<file path="src/hw/bedsr_regs.svh">
// Register offsets, field positions and reset values for the bus error/diagnostic block.
// Assumes a 32-bit internal register port addressed by register number.
`ifndef BEDSR_REGS_SVH
`define BEDSR_REGS_SVH

`define BEDSR_ADDR_TIMEOUT   8'h1a
`define BEDSR_ADDR_FAULT     8'h1b
`define BEDSR_ADDR_COMP      8'h1c
`define BEDSR_ADDR_MAINT     8'h1d
`define BEDSR_ADDR_ERROR     8'h1f

// Bus error record fields
`define BEDSR_ERR_CRD_IE     15
`define BEDSR_ERR_CRD        14
`define BEDSR_ERR_RDS        13
`define BEDSR_ERR_CP_TO      12
`define BEDSR_ERR_CP_CNF     8
`define BEDSR_ERR_PF_RDS     7
`define BEDSR_ERR_PF_TO      6
`define BEDSR_ERR_MULTI      2
`define BEDSR_ERR_IDLE       1

// Fault status fields
`define BEDSR_FLT_LATCH      19
`define BEDSR_FLT_IE         18
`define BEDSR_FLT_LINE       17
`define BEDSR_FLT_SLOCK      16
`define BEDSR_FLT_SPARE_MASK 32'h0310_0000

// Comparator fields
`define BEDSR_CMP_LOCK       31
`define BEDSR_CMP_IE         30
`define BEDSR_CMP_UNCOND     29
`define BEDSR_CMP_CODE_LSB   27
`define BEDSR_CMP_CMD_LSB    23
`define BEDSR_CMP_TAG_LSB    20
`define BEDSR_CMP_CNT_LSB    16
`define BEDSR_CMP_RW_MASK    32'h7fff_0000
`define BEDSR_CNT_FULL       4'hf
`define BEDSR_CNT_RESET      4'hf

// Maintenance fields
`define BEDSR_MNT_ID_LSB     23
`define BEDSR_MNT_RW_MASK    32'hffff_f900
`define BEDSR_MNT_MATCH1     10
`define BEDSR_MNT_MATCH0     9

`define BEDSR_TAG_CMD_ADDR   3'h3

`endif

</file>
<file path="src/hw/bedsr_pkg.sv">
// Types for the bus error/diagnostic block.
// No assumptions beyond SystemVerilog packages.
`default_nettype none
package bedsr_pkg;
	typedef enum logic [1:0] {
		BEDSR_CMP_NONE   = 2'b00,
		BEDSR_CMP_ID     = 2'b01,
		BEDSR_CMP_ID_TAG = 2'b10,
		BEDSR_CMP_ALL    = 2'b11
	} bedsr_code_t;

	// One backplane bus cycle as seen by the comparator
	typedef struct packed {
		logic [4:0]  id;
		logic [2:0]  tag;
		logic [3:0]  mask;
		logic [31:0] data;
	} bedsr_bus_t;

	// One error event from the bus interface
	typedef struct packed {
		logic       timeout;
		logic [1:0] to_type;
		logic       confirm;
		logic       read_data_substitute;
		logic       corrected_read_data;
		logic       prefetch;
	} bedsr_event_t;
endpackage
`default_nettype wire

</file>
<file path="src/hw/bedsr_comparator.sv">
// Lock counter and compare latch for the history store comparator.
// Assumes the bus cycle and register writes are synchronous to clk.
`include "bedsr_regs.svh"
`default_nettype none
module bedsr_comparator (
	input  wire logic               clk,        // Bus cycle clock
	input  wire logic               sys_rst,    // Async reset, active high
	input  wire bedsr_pkg::bedsr_bus_t bus,     // Sampled bus cycle
	input  wire logic               bus_valid,  // Bus cycle present
	input  wire logic [4:0]         diag_id,    // Diagnostic identifier
	input  wire logic               uncond,     // Unconditional lock mode
	input  wire bedsr_pkg::bedsr_code_t code,   // Conditional compare code
	input  wire logic [3:0]         cmp_cmd,    // Command/mask compare value
	input  wire logic [2:0]         cmp_tag,    // Tag compare value
	input  wire logic               load,       // Count field write
	input  wire logic [3:0]         load_val,   // Written count value
	output logic [3:0]              count,      // Count field
	output logic                    full        // Count reached all ones
);
	import bedsr_pkg::*;

	logic       hit;
	logic       armed;
	logic [3:0] field;

	// Tag selects between command function and mask lines
	assign field = (bus.tag == `BEDSR_TAG_CMD_ADDR) ? bus.data[31:28] : bus.mask;

	always_comb begin
		unique case (code)
			BEDSR_CMP_NONE:   hit = 1'b0;
			BEDSR_CMP_ID:     hit = bus.id == diag_id;
			BEDSR_CMP_ID_TAG: hit = bus.id == diag_id && bus.tag == cmp_tag;
			BEDSR_CMP_ALL:    hit = bus.id == diag_id && bus.tag == cmp_tag && field == cmp_cmd;
		endcase
	end

	always_ff @(posedge clk or posedge sys_rst) begin
		if (sys_rst)
			armed <= 1'b0;
		else if (load)
			armed <= 1'b0;
		else if (bus_valid && hit && !uncond)
			armed <= 1'b1;
	end

	assign full = count == `BEDSR_CNT_FULL;

	// One step per bus cycle at most
	always_ff @(posedge clk or posedge sys_rst) begin
		if (sys_rst)
			count <= `BEDSR_CNT_RESET;
		else if (load)
			count <= load_val;
		else if (!full && (uncond || armed))
			count <= count + 4'h1;
	end
endmodule
`default_nettype wire

</file>
<file path="src/hw/bedsr_top.sv">
// Error capture, fault latch, history store lock and maintenance registers of the bus interface.
// Assumes microcode register port with one-cycle write strobe and combinational read data.
//
// Behaviour
// - Writing one to timeout bit clears timeout, type, confirmation and multiple-error bits.
// - Prefetch substitute flag sets on substitute data during prefetch; clears on write or flush.
// - Four prefetch error bits mirror timeout bits for prefetch; clear on write or flush.
// - Prefetch errors go to a microbranch condition, not an interrupt; cycle is read.
// - Multiple-error sets on new timeout or confirmation while one is recorded.
// - Idle bit reads one when the bus interface is not busy.
// - Address latch captures on non-prefetch timeout, holds until timeout bit cleared.
// - Latched word is mode bits, protection flag, then longword address.
// - Fault latch sets on fault rising edge, clears on one; drives fault line.
// - Fault interrupt when fault latch and its enable are set.
// - Status bit shows the live fault line.
// - Fault lock bit sets on fault lock; cleared with fault latch; unlock needs fault low.
// - Simultaneous fault and comparator locks set both lock bits.
// - Unconditional mode counts ones-complement field up to all ones, then locks.
// - Conditional mode latches a compare which enables counting to all ones.
// - Writing count not all ones unlocks, only once fault line is low.
// - Two-bit code selects none, identifier, identifier and tag, or all three.
// - Command/mask compares data bits 31:28 for command tag, else mask lines.
// - Interrupt while comparator lock and its enable are set.
// - Comparator write with count not all ones clears comparator lock.
// - Maintenance holds forcing controls, identifier, parity field; match bits read-only.
// - History store writes and advances each cycle while unlocked: fault low and both lock bits clear.
`include "bedsr_regs.svh"
`default_nettype none
module bedsr_top (
	input  wire logic               clk,            // Bus cycle clock, 100 MHz
	input  wire logic               sys_rst,        // Async reset, active high
	input  wire logic [7:0]         reg_addr,       // Register number
	input  wire logic               reg_wr,         // Write strobe
	input  wire logic [31:0]        reg_wdata,      // Write data
	output logic [31:0]             reg_rdata,      // Read data
	input  wire bedsr_pkg::bedsr_event_t err_ev,    // Error event from bus interface
	input  wire logic [31:0]        req_addr,       // Mode, protect flag, longword address
	input  wire logic               prefetch_flush, // Prefetch buffer flush
	input  wire logic               bus_busy,       // Bus interface busy
	input  wire logic               fault_in,       // Backplane fault line
	output logic                    fault_out,      // Drive fault line
	input  wire bedsr_pkg::bedsr_bus_t bus,         // Sampled bus cycle
	input  wire logic [1:0]         group_match,    // Cache way match status
	output logic                    irq,            // Interrupt request
	output logic                    prefetch_err,   // Prefetch error microbranch
	output logic                    silo_lock,      // History store locked
	output logic                    silo_we,        // History store write
	output logic [3:0]              silo_ptr,       // History store address
	output logic                    silo_first,     // First entry after store unlock
	output logic [31:0]             maint           // Maintenance forcing controls
);
	import bedsr_pkg::*;

	logic        crd_ie, corrected_read_data, read_data_substitute, cp_to, cp_cnf, multi;
	logic [1:0]  cp_type;
	logic        pf_rds, pf_to, pf_cnf;
	logic [1:0]  pf_type;
	logic [31:0] to_addr;
	logic        flt_latch, flt_ie, flt_slock, fault_d;
	logic [2:0]  flt_spare;
	logic        cmp_lock, cmp_ie, cmp_uncond;
	logic [1:0]  cmp_code;
	logic [3:0]  cmp_cmd, cmp_count;
	logic [2:0]  cmp_tag;
	logic        cmp_full;
	logic        fault_prev_low;
	logic [31:0] maint_rw;

	logic wr_err, wr_flt, wr_cmp, wr_mnt;
	logic clr_cp, clr_pf, cp_new, pf_new, fault_rise, cmp_load;

	assign wr_err = reg_wr && reg_addr == `BEDSR_ADDR_ERROR;
	assign wr_flt = reg_wr && reg_addr == `BEDSR_ADDR_FAULT;
	assign wr_cmp = reg_wr && reg_addr == `BEDSR_ADDR_COMP;
	assign wr_mnt = reg_wr && reg_addr == `BEDSR_ADDR_MAINT;

	assign clr_cp = wr_err && reg_wdata[`BEDSR_ERR_CP_TO];
	assign clr_pf = (wr_err && reg_wdata[`BEDSR_ERR_PF_TO]) || prefetch_flush;
	assign cp_new = !err_ev.prefetch && (err_ev.timeout || err_ev.confirm);
	assign pf_new = err_ev.prefetch && (err_ev.timeout || err_ev.confirm);
	assign fault_rise = fault_in && !fault_d;
	assign cmp_load = wr_cmp && reg_wdata[19:16] != `BEDSR_CNT_FULL;

	// Processor-side error bits; a new event wins over a clear
	always_ff @(posedge clk or posedge sys_rst) begin
		if (sys_rst) begin
			cp_to   <= 1'b0;
			cp_type <= 2'b00;
			cp_cnf  <= 1'b0;
			multi   <= 1'b0;
		end else begin
			if (cp_new) begin
				multi <= (cp_to || cp_cnf) || (multi && !clr_cp);
				if (err_ev.timeout) begin
					cp_to   <= 1'b1;
					cp_type <= err_ev.to_type;
				end else if (clr_cp) begin
					cp_to   <= 1'b0;
					cp_type <= 2'b00;
				end
				cp_cnf <= err_ev.confirm || (cp_cnf && !clr_cp);
			end else if (clr_cp) begin
				cp_to   <= 1'b0;
				cp_type <= 2'b00;
				cp_cnf  <= 1'b0;
				multi   <= 1'b0;
			end
		end
	end

	// Prefetch error bits, reported by microbranch only
	always_ff @(posedge clk or posedge sys_rst) begin
		if (sys_rst) begin
			pf_to   <= 1'b0;
			pf_type <= 2'b00;
			pf_cnf  <= 1'b0;
			pf_rds  <= 1'b0;
		end else begin
			if (pf_new) begin
				pf_to   <= err_ev.timeout || (pf_to && !clr_pf);
				pf_type <= err_ev.timeout ? err_ev.to_type : (clr_pf ? 2'b00 : pf_type);
				pf_cnf  <= err_ev.confirm || (pf_cnf && !clr_pf);
			end else if (clr_pf) begin
				pf_to   <= 1'b0;
				pf_type <= 2'b00;
				pf_cnf  <= 1'b0;
			end
			if (err_ev.read_data_substitute && err_ev.prefetch)
				pf_rds <= 1'b1;
			else if ((wr_err && reg_wdata[`BEDSR_ERR_PF_RDS]) || prefetch_flush)
				pf_rds <= 1'b0;
		end
	end

	assign prefetch_err = pf_to || pf_cnf || pf_rds;

	// Corrected and substitute data flags; clearing while busy is software's care
	always_ff @(posedge clk or posedge sys_rst) begin
		if (sys_rst) begin
			corrected_read_data    <= 1'b0;
			read_data_substitute    <= 1'b0;
			crd_ie <= 1'b0;
		end else begin
			if (err_ev.corrected_read_data && !err_ev.prefetch)
				corrected_read_data <= 1'b1;
			else if (wr_err && reg_wdata[`BEDSR_ERR_CRD])
				corrected_read_data <= 1'b0;
			if (err_ev.read_data_substitute && !err_ev.prefetch)
				read_data_substitute <= 1'b1;
			else if (wr_err && reg_wdata[`BEDSR_ERR_RDS])
				read_data_substitute <= 1'b0;
			if (wr_err)
				crd_ie <= reg_wdata[`BEDSR_ERR_CRD_IE];
		end
	end

	// Timeout address latch; holds the first until released
	always_ff @(posedge clk or posedge sys_rst) begin
		if (sys_rst)
			to_addr <= 32'h0000_0000;
		else if (err_ev.timeout && !err_ev.prefetch && (!cp_to || clr_cp))
			to_addr <= req_addr;
	end

	// Fault latch and fault lock
	always_ff @(posedge clk or posedge sys_rst) begin
		if (sys_rst) begin
			fault_d   <= 1'b0;
			flt_latch <= 1'b0;
			flt_slock <= 1'b0;
			flt_ie    <= 1'b0;
			flt_spare <= 3'h0;
		end else begin
			fault_d <= fault_in;
			if (fault_rise)
				flt_latch <= 1'b1;
			else if (wr_flt && reg_wdata[`BEDSR_FLT_LATCH])
				flt_latch <= 1'b0;
			if (fault_rise)
				flt_slock <= 1'b1;
			else if (wr_flt && reg_wdata[`BEDSR_FLT_LATCH])
				flt_slock <= 1'b0;
			if (wr_flt) begin
				flt_ie    <= reg_wdata[`BEDSR_FLT_IE];
				flt_spare <= {reg_wdata[25], reg_wdata[24], reg_wdata[20]};
			end
		end
	end

	assign fault_out = flt_latch;

	// Comparator control fields
	always_ff @(posedge clk or posedge sys_rst) begin
		if (sys_rst) begin
			cmp_ie     <= 1'b0;
			cmp_uncond <= 1'b0;
			cmp_code   <= 2'b00;
			cmp_cmd    <= 4'h0;
			cmp_tag    <= 3'h0;
		end else if (wr_cmp) begin
			cmp_ie     <= reg_wdata[`BEDSR_CMP_IE];
			cmp_uncond <= reg_wdata[`BEDSR_CMP_UNCOND];
			cmp_code   <= reg_wdata[28:27];
			cmp_cmd    <= reg_wdata[26:23];
			cmp_tag    <= reg_wdata[22:20];
		end
	end

	bedsr_comparator u_cmp (
		.clk      (clk),
		.sys_rst  (sys_rst),
		.bus      (bus),
		.bus_valid(!silo_lock),
		.diag_id  (maint_rw[27:23]),
		.uncond   (cmp_uncond),
		.code     (bedsr_code_t'(cmp_code)),
		.cmp_cmd  (cmp_cmd),
		.cmp_tag  (cmp_tag),
		.load     (wr_cmp),
		.load_val (reg_wdata[19:16]),
		.count    (cmp_count),
		.full     (cmp_full)
	);

	// Comparator lock: armed only when the count is all ones
	always_ff @(posedge clk or posedge sys_rst) begin
		if (sys_rst)
			cmp_lock <= 1'b0;
		else if (cmp_full && (cmp_uncond || cmp_code != 2'b00) && !wr_cmp)
			cmp_lock <= 1'b1;
		else if (cmp_load)
			cmp_lock <= 1'b0;
	end

	// Unlock needs both sources released and fault low
	assign silo_lock = fault_in || flt_slock || cmp_lock;

	// History store pointer
	always_ff @(posedge clk or posedge sys_rst) begin
		if (sys_rst) begin
			silo_ptr       <= 4'h0;
			fault_prev_low <= 1'b1;
		end else begin
			fault_prev_low <= !silo_lock;
			if (!silo_lock)
				silo_ptr <= silo_ptr + 4'h1;
		end
	end

	assign silo_we    = !silo_lock;
	assign silo_first = !silo_lock && !fault_prev_low;

	// Maintenance register
	always_ff @(posedge clk or posedge sys_rst) begin
		if (sys_rst)
			maint_rw <= 32'h0000_0000;
		else if (wr_mnt)
			maint_rw <= reg_wdata & `BEDSR_MNT_RW_MASK;
	end

	assign maint = maint_rw;

	assign irq = (flt_latch && flt_ie) || (cmp_lock && cmp_ie)
		|| cp_to || cp_cnf || ((corrected_read_data || read_data_substitute) && crd_ie);

	always_comb begin
		reg_rdata = 32'h0000_0000;
		unique case (reg_addr)
			`BEDSR_ADDR_TIMEOUT: reg_rdata = to_addr;
			`BEDSR_ADDR_FAULT:   reg_rdata = {12'h000, flt_latch, flt_ie, fault_in, flt_slock, 16'h0000}
				| ({6'h00, flt_spare[2:1], 3'h0, flt_spare[0], 20'h00000} & `BEDSR_FLT_SPARE_MASK);
			`BEDSR_ADDR_COMP:    reg_rdata = {cmp_lock, cmp_ie, cmp_uncond, cmp_code, cmp_cmd, cmp_tag,
				cmp_count, 16'h0000};
			`BEDSR_ADDR_MAINT:   reg_rdata = maint_rw | {21'h000000, group_match, 9'h000};
			`BEDSR_ADDR_ERROR:   reg_rdata = {16'h0000, crd_ie, corrected_read_data, read_data_substitute, cp_to, cp_type, 1'b0, cp_cnf,
				pf_rds, pf_to, pf_type, pf_cnf, multi, !bus_busy, 1'b0};
			default:             reg_rdata = 32'h0000_0000;
		endcase
	end
endmodule
`default_nettype wire

</file>
<file path="config.mk">
export PLATFORM = sky130hd
export DESIGN_NAME = bedsr_top
export DESIGN_NICKNAME = d
export VERILOG_FILES = /design/src/hw/bedsr_pkg.sv /design/src/hw/bedsr_comparator.sv /design/src/hw/bedsr_top.sv
export VERILOG_INCLUDE_DIRS = /design/src /design/src/hw
export SDC_FILE = /design/constraint.sdc
export NUM_CORES = 1
export LEC_CHECK = 0
export BUFFER_PORTS_ARGS = -buffer_cell sky130_fd_sc_hd__buf_2
export CORE_AREA = 2 2 99 101
export CTS_CLUSTER_DIAMETER = 40
export DETAILED_ROUTE_END_ITERATION = 8
export DIE_AREA = 0 0 101 103
export PLACE_DENSITY = 0.87
export SLEW_MARGIN = 20
export SYNTH_ARGS = -nofsm -noshare
export SYNTH_HDL_FRONTEND = slang
export SYNTH_SLANG_ARGS = --single-unit
</file>
<file path="constraint.sdc">
create_clock -name clk -period 7.7 [get_ports clk]
set_input_delay 0.77 -clock clk [delete_from_list [all_inputs] [get_ports clk]]
set_output_delay 0.77 -clock clk [all_outputs]
set_load 0.1 [all_outputs]
</file>
==> metrics, run 1 <==
clk sinks 95; first-pass GRT wire length approximately 19 mm; clock latency on the worst-skew pair approximately 0.35 ns; Area contributors post-synth dfrtp_1, mux2_2, mux2i_1, nand2_1, dfstp_2; top-count cell post-synth dfrtp_1; CTS Root Cell clkbuf_8; fmax ~250 MHz; Netlist Area Pre-Place ~4700 sq um; Final Hold Slack 0.263 ns; Remaining Overflow, GRT 0; Routability Congestion 0.841; Die H between 100 and 150 um; Final Hold Vio Count 0; effective utilization at floorplan 0.499; PD cells 213 nW/um^2; Yosys warnings 0; sw frac 0.285; Antenna Nets Post-Route 0; RSZ-0062 raised after global routing no; post_cts resized 0; Max IR drop VDD around 0.00012 V; Slew HR 0.327; Gate power share 0.174; die width around 100 um; post-synthesis sequential area ratio 0.505; via count about 3800; clock share of power 0.340; Rows 36; # port buffers between 150 and 200; Area growth syn-to-layout 23.3%; max cap viols 0; Hold WC Path Type in2async; vias in the first global route 3711; final core utilization 0.615; number of flops mapped to enable cells by yosys 0; Fin Clk Skew around 0.009 ns; initial antenna violation count 0; Fin Setup TNS 0 ns; Critical Path RT 6.93 ns; Primary FF master, synth dfrtp_1; total track usage 0.236; CP Launch Type input port; fillcell total 796; Crit Path Class in2out; drt pass-1 iters 4; CP endpoint kind output port; share of the synthesized area in the top cell type 0.477; via/cell ratio ~5.5; ys async rst share 1.00; final setup fails 0; final worst-path cycle share 0.521; Post-Place Setup Slack 3.67 ns; DRT iter0 DRCs approximately 130; core region area around 9500 sq um; CP max FO 18; worst setup margin about 3.7 ns; CTS tree yes; Net Sw Power 353 uW; register bit total from synthesis 95; leakage power around 0.0030 uW; leading area contributor after synthesis dfrtp_1; post-layout min period between 4 and 5 ns; DRC 0; reg-to-reg slack, setup ~5.9 ns; Final Max Tran Viols 0; Synth cell types between 40 and 50; Mapped Cells 400; hold buffer count at CTS 0; Reg power frac 0.486; most frequent cells after synthesis dfrtp_1, mux2_2, nand2_1, mux2i_1, o21ai_0; die area 10400 sq um; WL final between 10 and 15 mm; Final HPWL DP around 9.0 mm; nets approximately 700; DR WL/cell between 15 and 20 um; postcts setup bufs 0; top-level I/O count 205; clock-pin slew on the worst setup and hold paths 0.10 ns; Pint a little under 900 uW; H-tree lvl count 3; layout cell share with drive strength beyond 1 0.463; finished layout cell area a little under 6000 sq um; number of CTS-inserted buffers 9; placed cell area between 5000 and 6000 sq um; largest net degree at the start of global routing 92; status complete, no violations; syn avg cell area between 10 and 15 sq um; Max Root-Sink Buffers 2; Worst Path Arrival 3.24 ns; pin slew with the least headroom to its limit between 1 and 1.5 ns
layout by cell type, fill, tap and decap left out, types with 9 or more instances in the layout:
master,netlist,final
nand3_1,9,9
buf_2,7,158
clkbuf_8,0,9
nor2_1,10,10
a22o_1,11,11
dfrtp_1,90,90
nand2_1,43,43
o21ai_0,22,22
mux2i_1,24,24
inv_1,13,12
mux2_2,69,69
conb_1,1,10
through the flow:
| step | instances | total power (uW) |
|---|---|---|
| finish | 676 | 1240 |
| global route | 675 | 1290 |
| CTS | 675 | 1250 |
| detailed placement | 659 | 829 |
| global placement | 659 | 816 |
| floorplan | 409 | 764 |
per-layer routing:
layer  track usage  vias up  wire [um]
met2         0.399      162       6040
met1         0.301     1844       5100
met4        0.0852        0        193
met3        0.0529       17        933
li1              -     1728          -
met5             0        -          0
path summary, 6_finish.rpt:
path	start	cells past startpoint	endpoint
max in group asynchronous	sys_rst	3	cmp_tag[0]$_DFFE_PP0P_
max	reg_addr[7]	7	reg_rdata[10]
min in group clk	fault_d$_DFF_PP0_	1	flt_slock$_DFFE_PP0P_
max reg2reg	cp_to$_DFF_PP0_	3	to_addr[0]$_DFFE_PP0P_
min	sys_rst	2	maint[8]$_DFFE_PP0P_
min reg2reg	fault_d$_DFF_PP0_	1	flt_slock$_DFFE_PP0P_
layout make-up:
class                           count  area, sq um  share of cell area
Clock buffer                       10          128              0.0219
Tap cell                          114          143              0.0245
Antenna cell                        1         2.50            0.000430
Multi-Input combinational cell    274         2140               0.369
Clock inverter                      6          133              0.0228
Sequential cell                    95         2380               0.410
Inverter                           13         51.3             0.00882
Timing Repair Buffer              163          832               0.143
state kept, by name, indices dropped and copies added (netlist names), 2 cells and up:
register	count
cmp_cmd	4
cmp_code	2
cmp_tag	3
cp_type	2
flt_spare	3
maint	22
pf_type	2
silo_ptr	4
to_addr	32
u_cmp.count	4
critical path: stages:
cell and delay [ns]:
buf_2 0.11, nor4b_4 0.33, nand4_2 0.50, nor2_1 0.75
a22oi_1 0.24, nand2_1 0.10, buf_2 0.42
power by group through the flow:
stage                     clock network [uW]  registers, uW  logic, uW
after floorplan                            0            642        122
after global placement                     0            608        208
after detailed placement                   0            613        217
after CTS                                431            603        217
after global routing                     450            610        233
final                                    422            603        215
logic make-up after synthesis:
logic type	count (synthesis)	share of synthesized area
multiplexers	94	0.218
XOR/XNOR	14	0.0260
flip-flops	95	0.505
buffers and inverters	40	0.0488
other	1	0.000795
AO/OA/AOI/OAI	60	0.0915
AND/OR/NAND/NOR	94	0.105
adder cells (fa/ha/maj)	2	0.00530
No activity file was read; power rests on OpenSTA's default activity.
==> inputs of run 2 (changes only) <==
CORE_AREA = 2 2 103 105   (was 2 2 99 101)
DIE_AREA = 0 0 105 107   (was 0 0 101 103)
PLACE_DENSITY = 0.81   (was 0.87)
clock period = 3.95 ns   (was 7.7 ns; I/O delays follow)
==> run 2 against run 1 <==
  * First-iteration DRC count rose by 40%
  * Sequential power increased by 96%
  * Final area decreased by 0.37%
  * Core utilization down 4.1 points
  * Register-to-register slack got worse by 3.7 ns
  * Highest routed layer is now met5
  * Critical endpoint is now reg_rdata[5]
  * Global-route usage is 1.7 points lower
  * Largest power group unchanged
==> metrics, run 2 (synthesized netlist as in run 1, its figures left out) <==
CTS Root Cell clkbuf_8; vias in the first global route 3859 (+4.0%); postcts setup bufs 0 (unchanged); WL final 12.3 mm (about the same); initial antenna violation count 1 (+1); hold wc startpoint fault_in; DRT iter0 DRCs 178 (+40%); PD cells 382 nW/um^2 (+79%); CP Launch Type input port; fmax ~360 MHz; hold path endpoint fault_d$_DFF_PP0_; reg-to-reg slack, setup 2.17 ns (-3.73 ns); Fin Setup TNS 0 ns (unchanged); Diodes inserted 0 (-1); Crit Path Class in2out; R2R cell count 3 (unchanged); via count 3753 (+0.053%); WHS Path Cells 1; worst r2r dst to_addr[21]$_DFFE_PP0P_; largest net degree at the start of global routing 75 (-18%); effective utilization at floorplan 0.468 (-0.0313); nets 692 (+0.44%); max cap viols 0 (unchanged); die area 11200 sq um (+8.0%); total track usage 0.219 (-0.0174); Final Hold Vio Count 0 (unchanged); Critical Path RT 3.56 ns (-3.37 ns); pin slew with the least headroom to its limit 0.909 ns (-0.0935 ns); Worst Path Arrival 2.41 ns (-0.83 ns); final worst-path cycle share 0.710; post-layout min period ~2.8 ns; max reg flops 32 (unchanged); Rows 37 (+2.8%); core region area 10100 sq um (+6.7%); via/cell ratio 5.36 (-3.4%); Fin Clk Skew 0.00774 ns (-0.00138 ns); CP endpoint kind output port; clock latency on the worst-skew pair 0.36 ns (about the same); Final HPWL DP 9.13 mm (+1.9%); DRC 0 (unchanged); Biggest register to_addr; clock-pin slew on the worst setup and hold paths 0.08 ns (-0.02 ns); status complete, no violations; # port buffers 158 (unchanged); commonest non-fill, non-tap cell in the layout buf_2; die width 105 um (+4.0%); clk sinks 95 (unchanged); most frequent cells in the layout buf_2, dfrtp_1, mux2_2; post_cts resized 0 (unchanged); Max IR drop VDD 0.000198 V (+64%); hold buffer count at CTS 0 (unchanged); top-level I/O count 205 (unchanged); Max Root-Sink Buffers 2 (unchanged); DR WL/cell 17.5 um (-3.5%); drt pass-1 iters 4 (unchanged); Slew HR 0.394 (+0.0675); number of CTS-inserted buffers 9 (unchanged); worst reg2reg startpoint cp_to$_DFF_PP0_; Routability Congestion 0.830 (-1.3%); H-tree lvl count 3 (unchanged); Remaining Overflow, GRT 0 (unchanged); Hold WC Path Type in2reg; Antenna Nets Post-Route 0 (unchanged); CP max FO 18 (unchanged); Final Max Tran Viols 0 (unchanged); CTS tree yes; Die H 107 um (+3.9%); Area growth syn-to-layout 22.8%; leakage power 0.00302 uW (-0.46%); final setup fails 0 (unchanged); first-pass GRT wire length 19.1 mm (+1.0%); RSZ-0062 raised after global routing no; Tot Pwr 2210 uW (+78%); layout cell share with drive strength beyond 1 0.466 (+0.00285)
-- run 2: worst max-delay path, cell delays in order --
cell and delay, ns:
buf_2 0.12, nor4b_4 0.34, and3_4 0.27, and3_1 0.59
a22o_1 0.26, buf_2 0.43
-- run 2: report_power, final --
| group | leakage [uW] | switching, uW | internal, uW |
|---|---|---|---|
| combinational | 0.00171 | 267 | 153 |
| sequential | 0.00120 | 82.8 | 1090 |
| clock | 0.0000987 | 320 | 298 |
-- run 2: metrics by stage --
step	cell area [sq um]	cells	setup slack (ns)	util	hold slack, ns
after floorplan	4750	409	0.111	-	0.400
after global routing	5800	700	0.989	0.574	0.188
after global placement	5600	684	1.15	0.555	0.408
final	5800	700	1.15	0.574	0.198
after CTS	5800	700	1.14	0.574	0.182
after detailed placement	5600	684	1.14	0.555	0.429
-- run 2: worst max path at each step --
stage / slack (ns) / depth (start not counted) / startpoint / to
CTS: 1.14 / 6 / reg_addr[7] / reg_rdata[5]
global route: 0.99 / 7 / reg_addr[7] / reg_rdata[8]
floorplan: 0.11 / 2 / flt_slock$_DFFE_PP0P_ / reg_rdata[19]
global placement: 1.15 / 6 / reg_addr[7] / reg_rdata[5]
detailed placement: 1.14 / 6 / reg_addr[0] / to_addr[30]$_DFFE_PP0P_
finish: 1.15 / 6 / reg_addr[7] / reg_rdata[5]
-- run 2: layout make-up --
type / instances / area (sq um)
Clock buffer: 14 / 183
Clock inverter: 2 / 12.5
Fill cell: 899 / 4300
Inverter: 13 / 51.3
Multi-Input combinational cell: 274 / 2140
Sequential cell: 95 / 2380
Tap cell: 136 / 170
Timing Repair Buffer: 166 / 851
-- run 2: layer usage --
| metal | wire length, um | track usage |
|---|---|---|
| met3 | 943 | 0.0571 |
| met5 | 11 | 0 |
| met2 | 6050 | 0.383 |
| met1 | 5040 | 0.265 |
| met4 | 211 | 0.0676 |
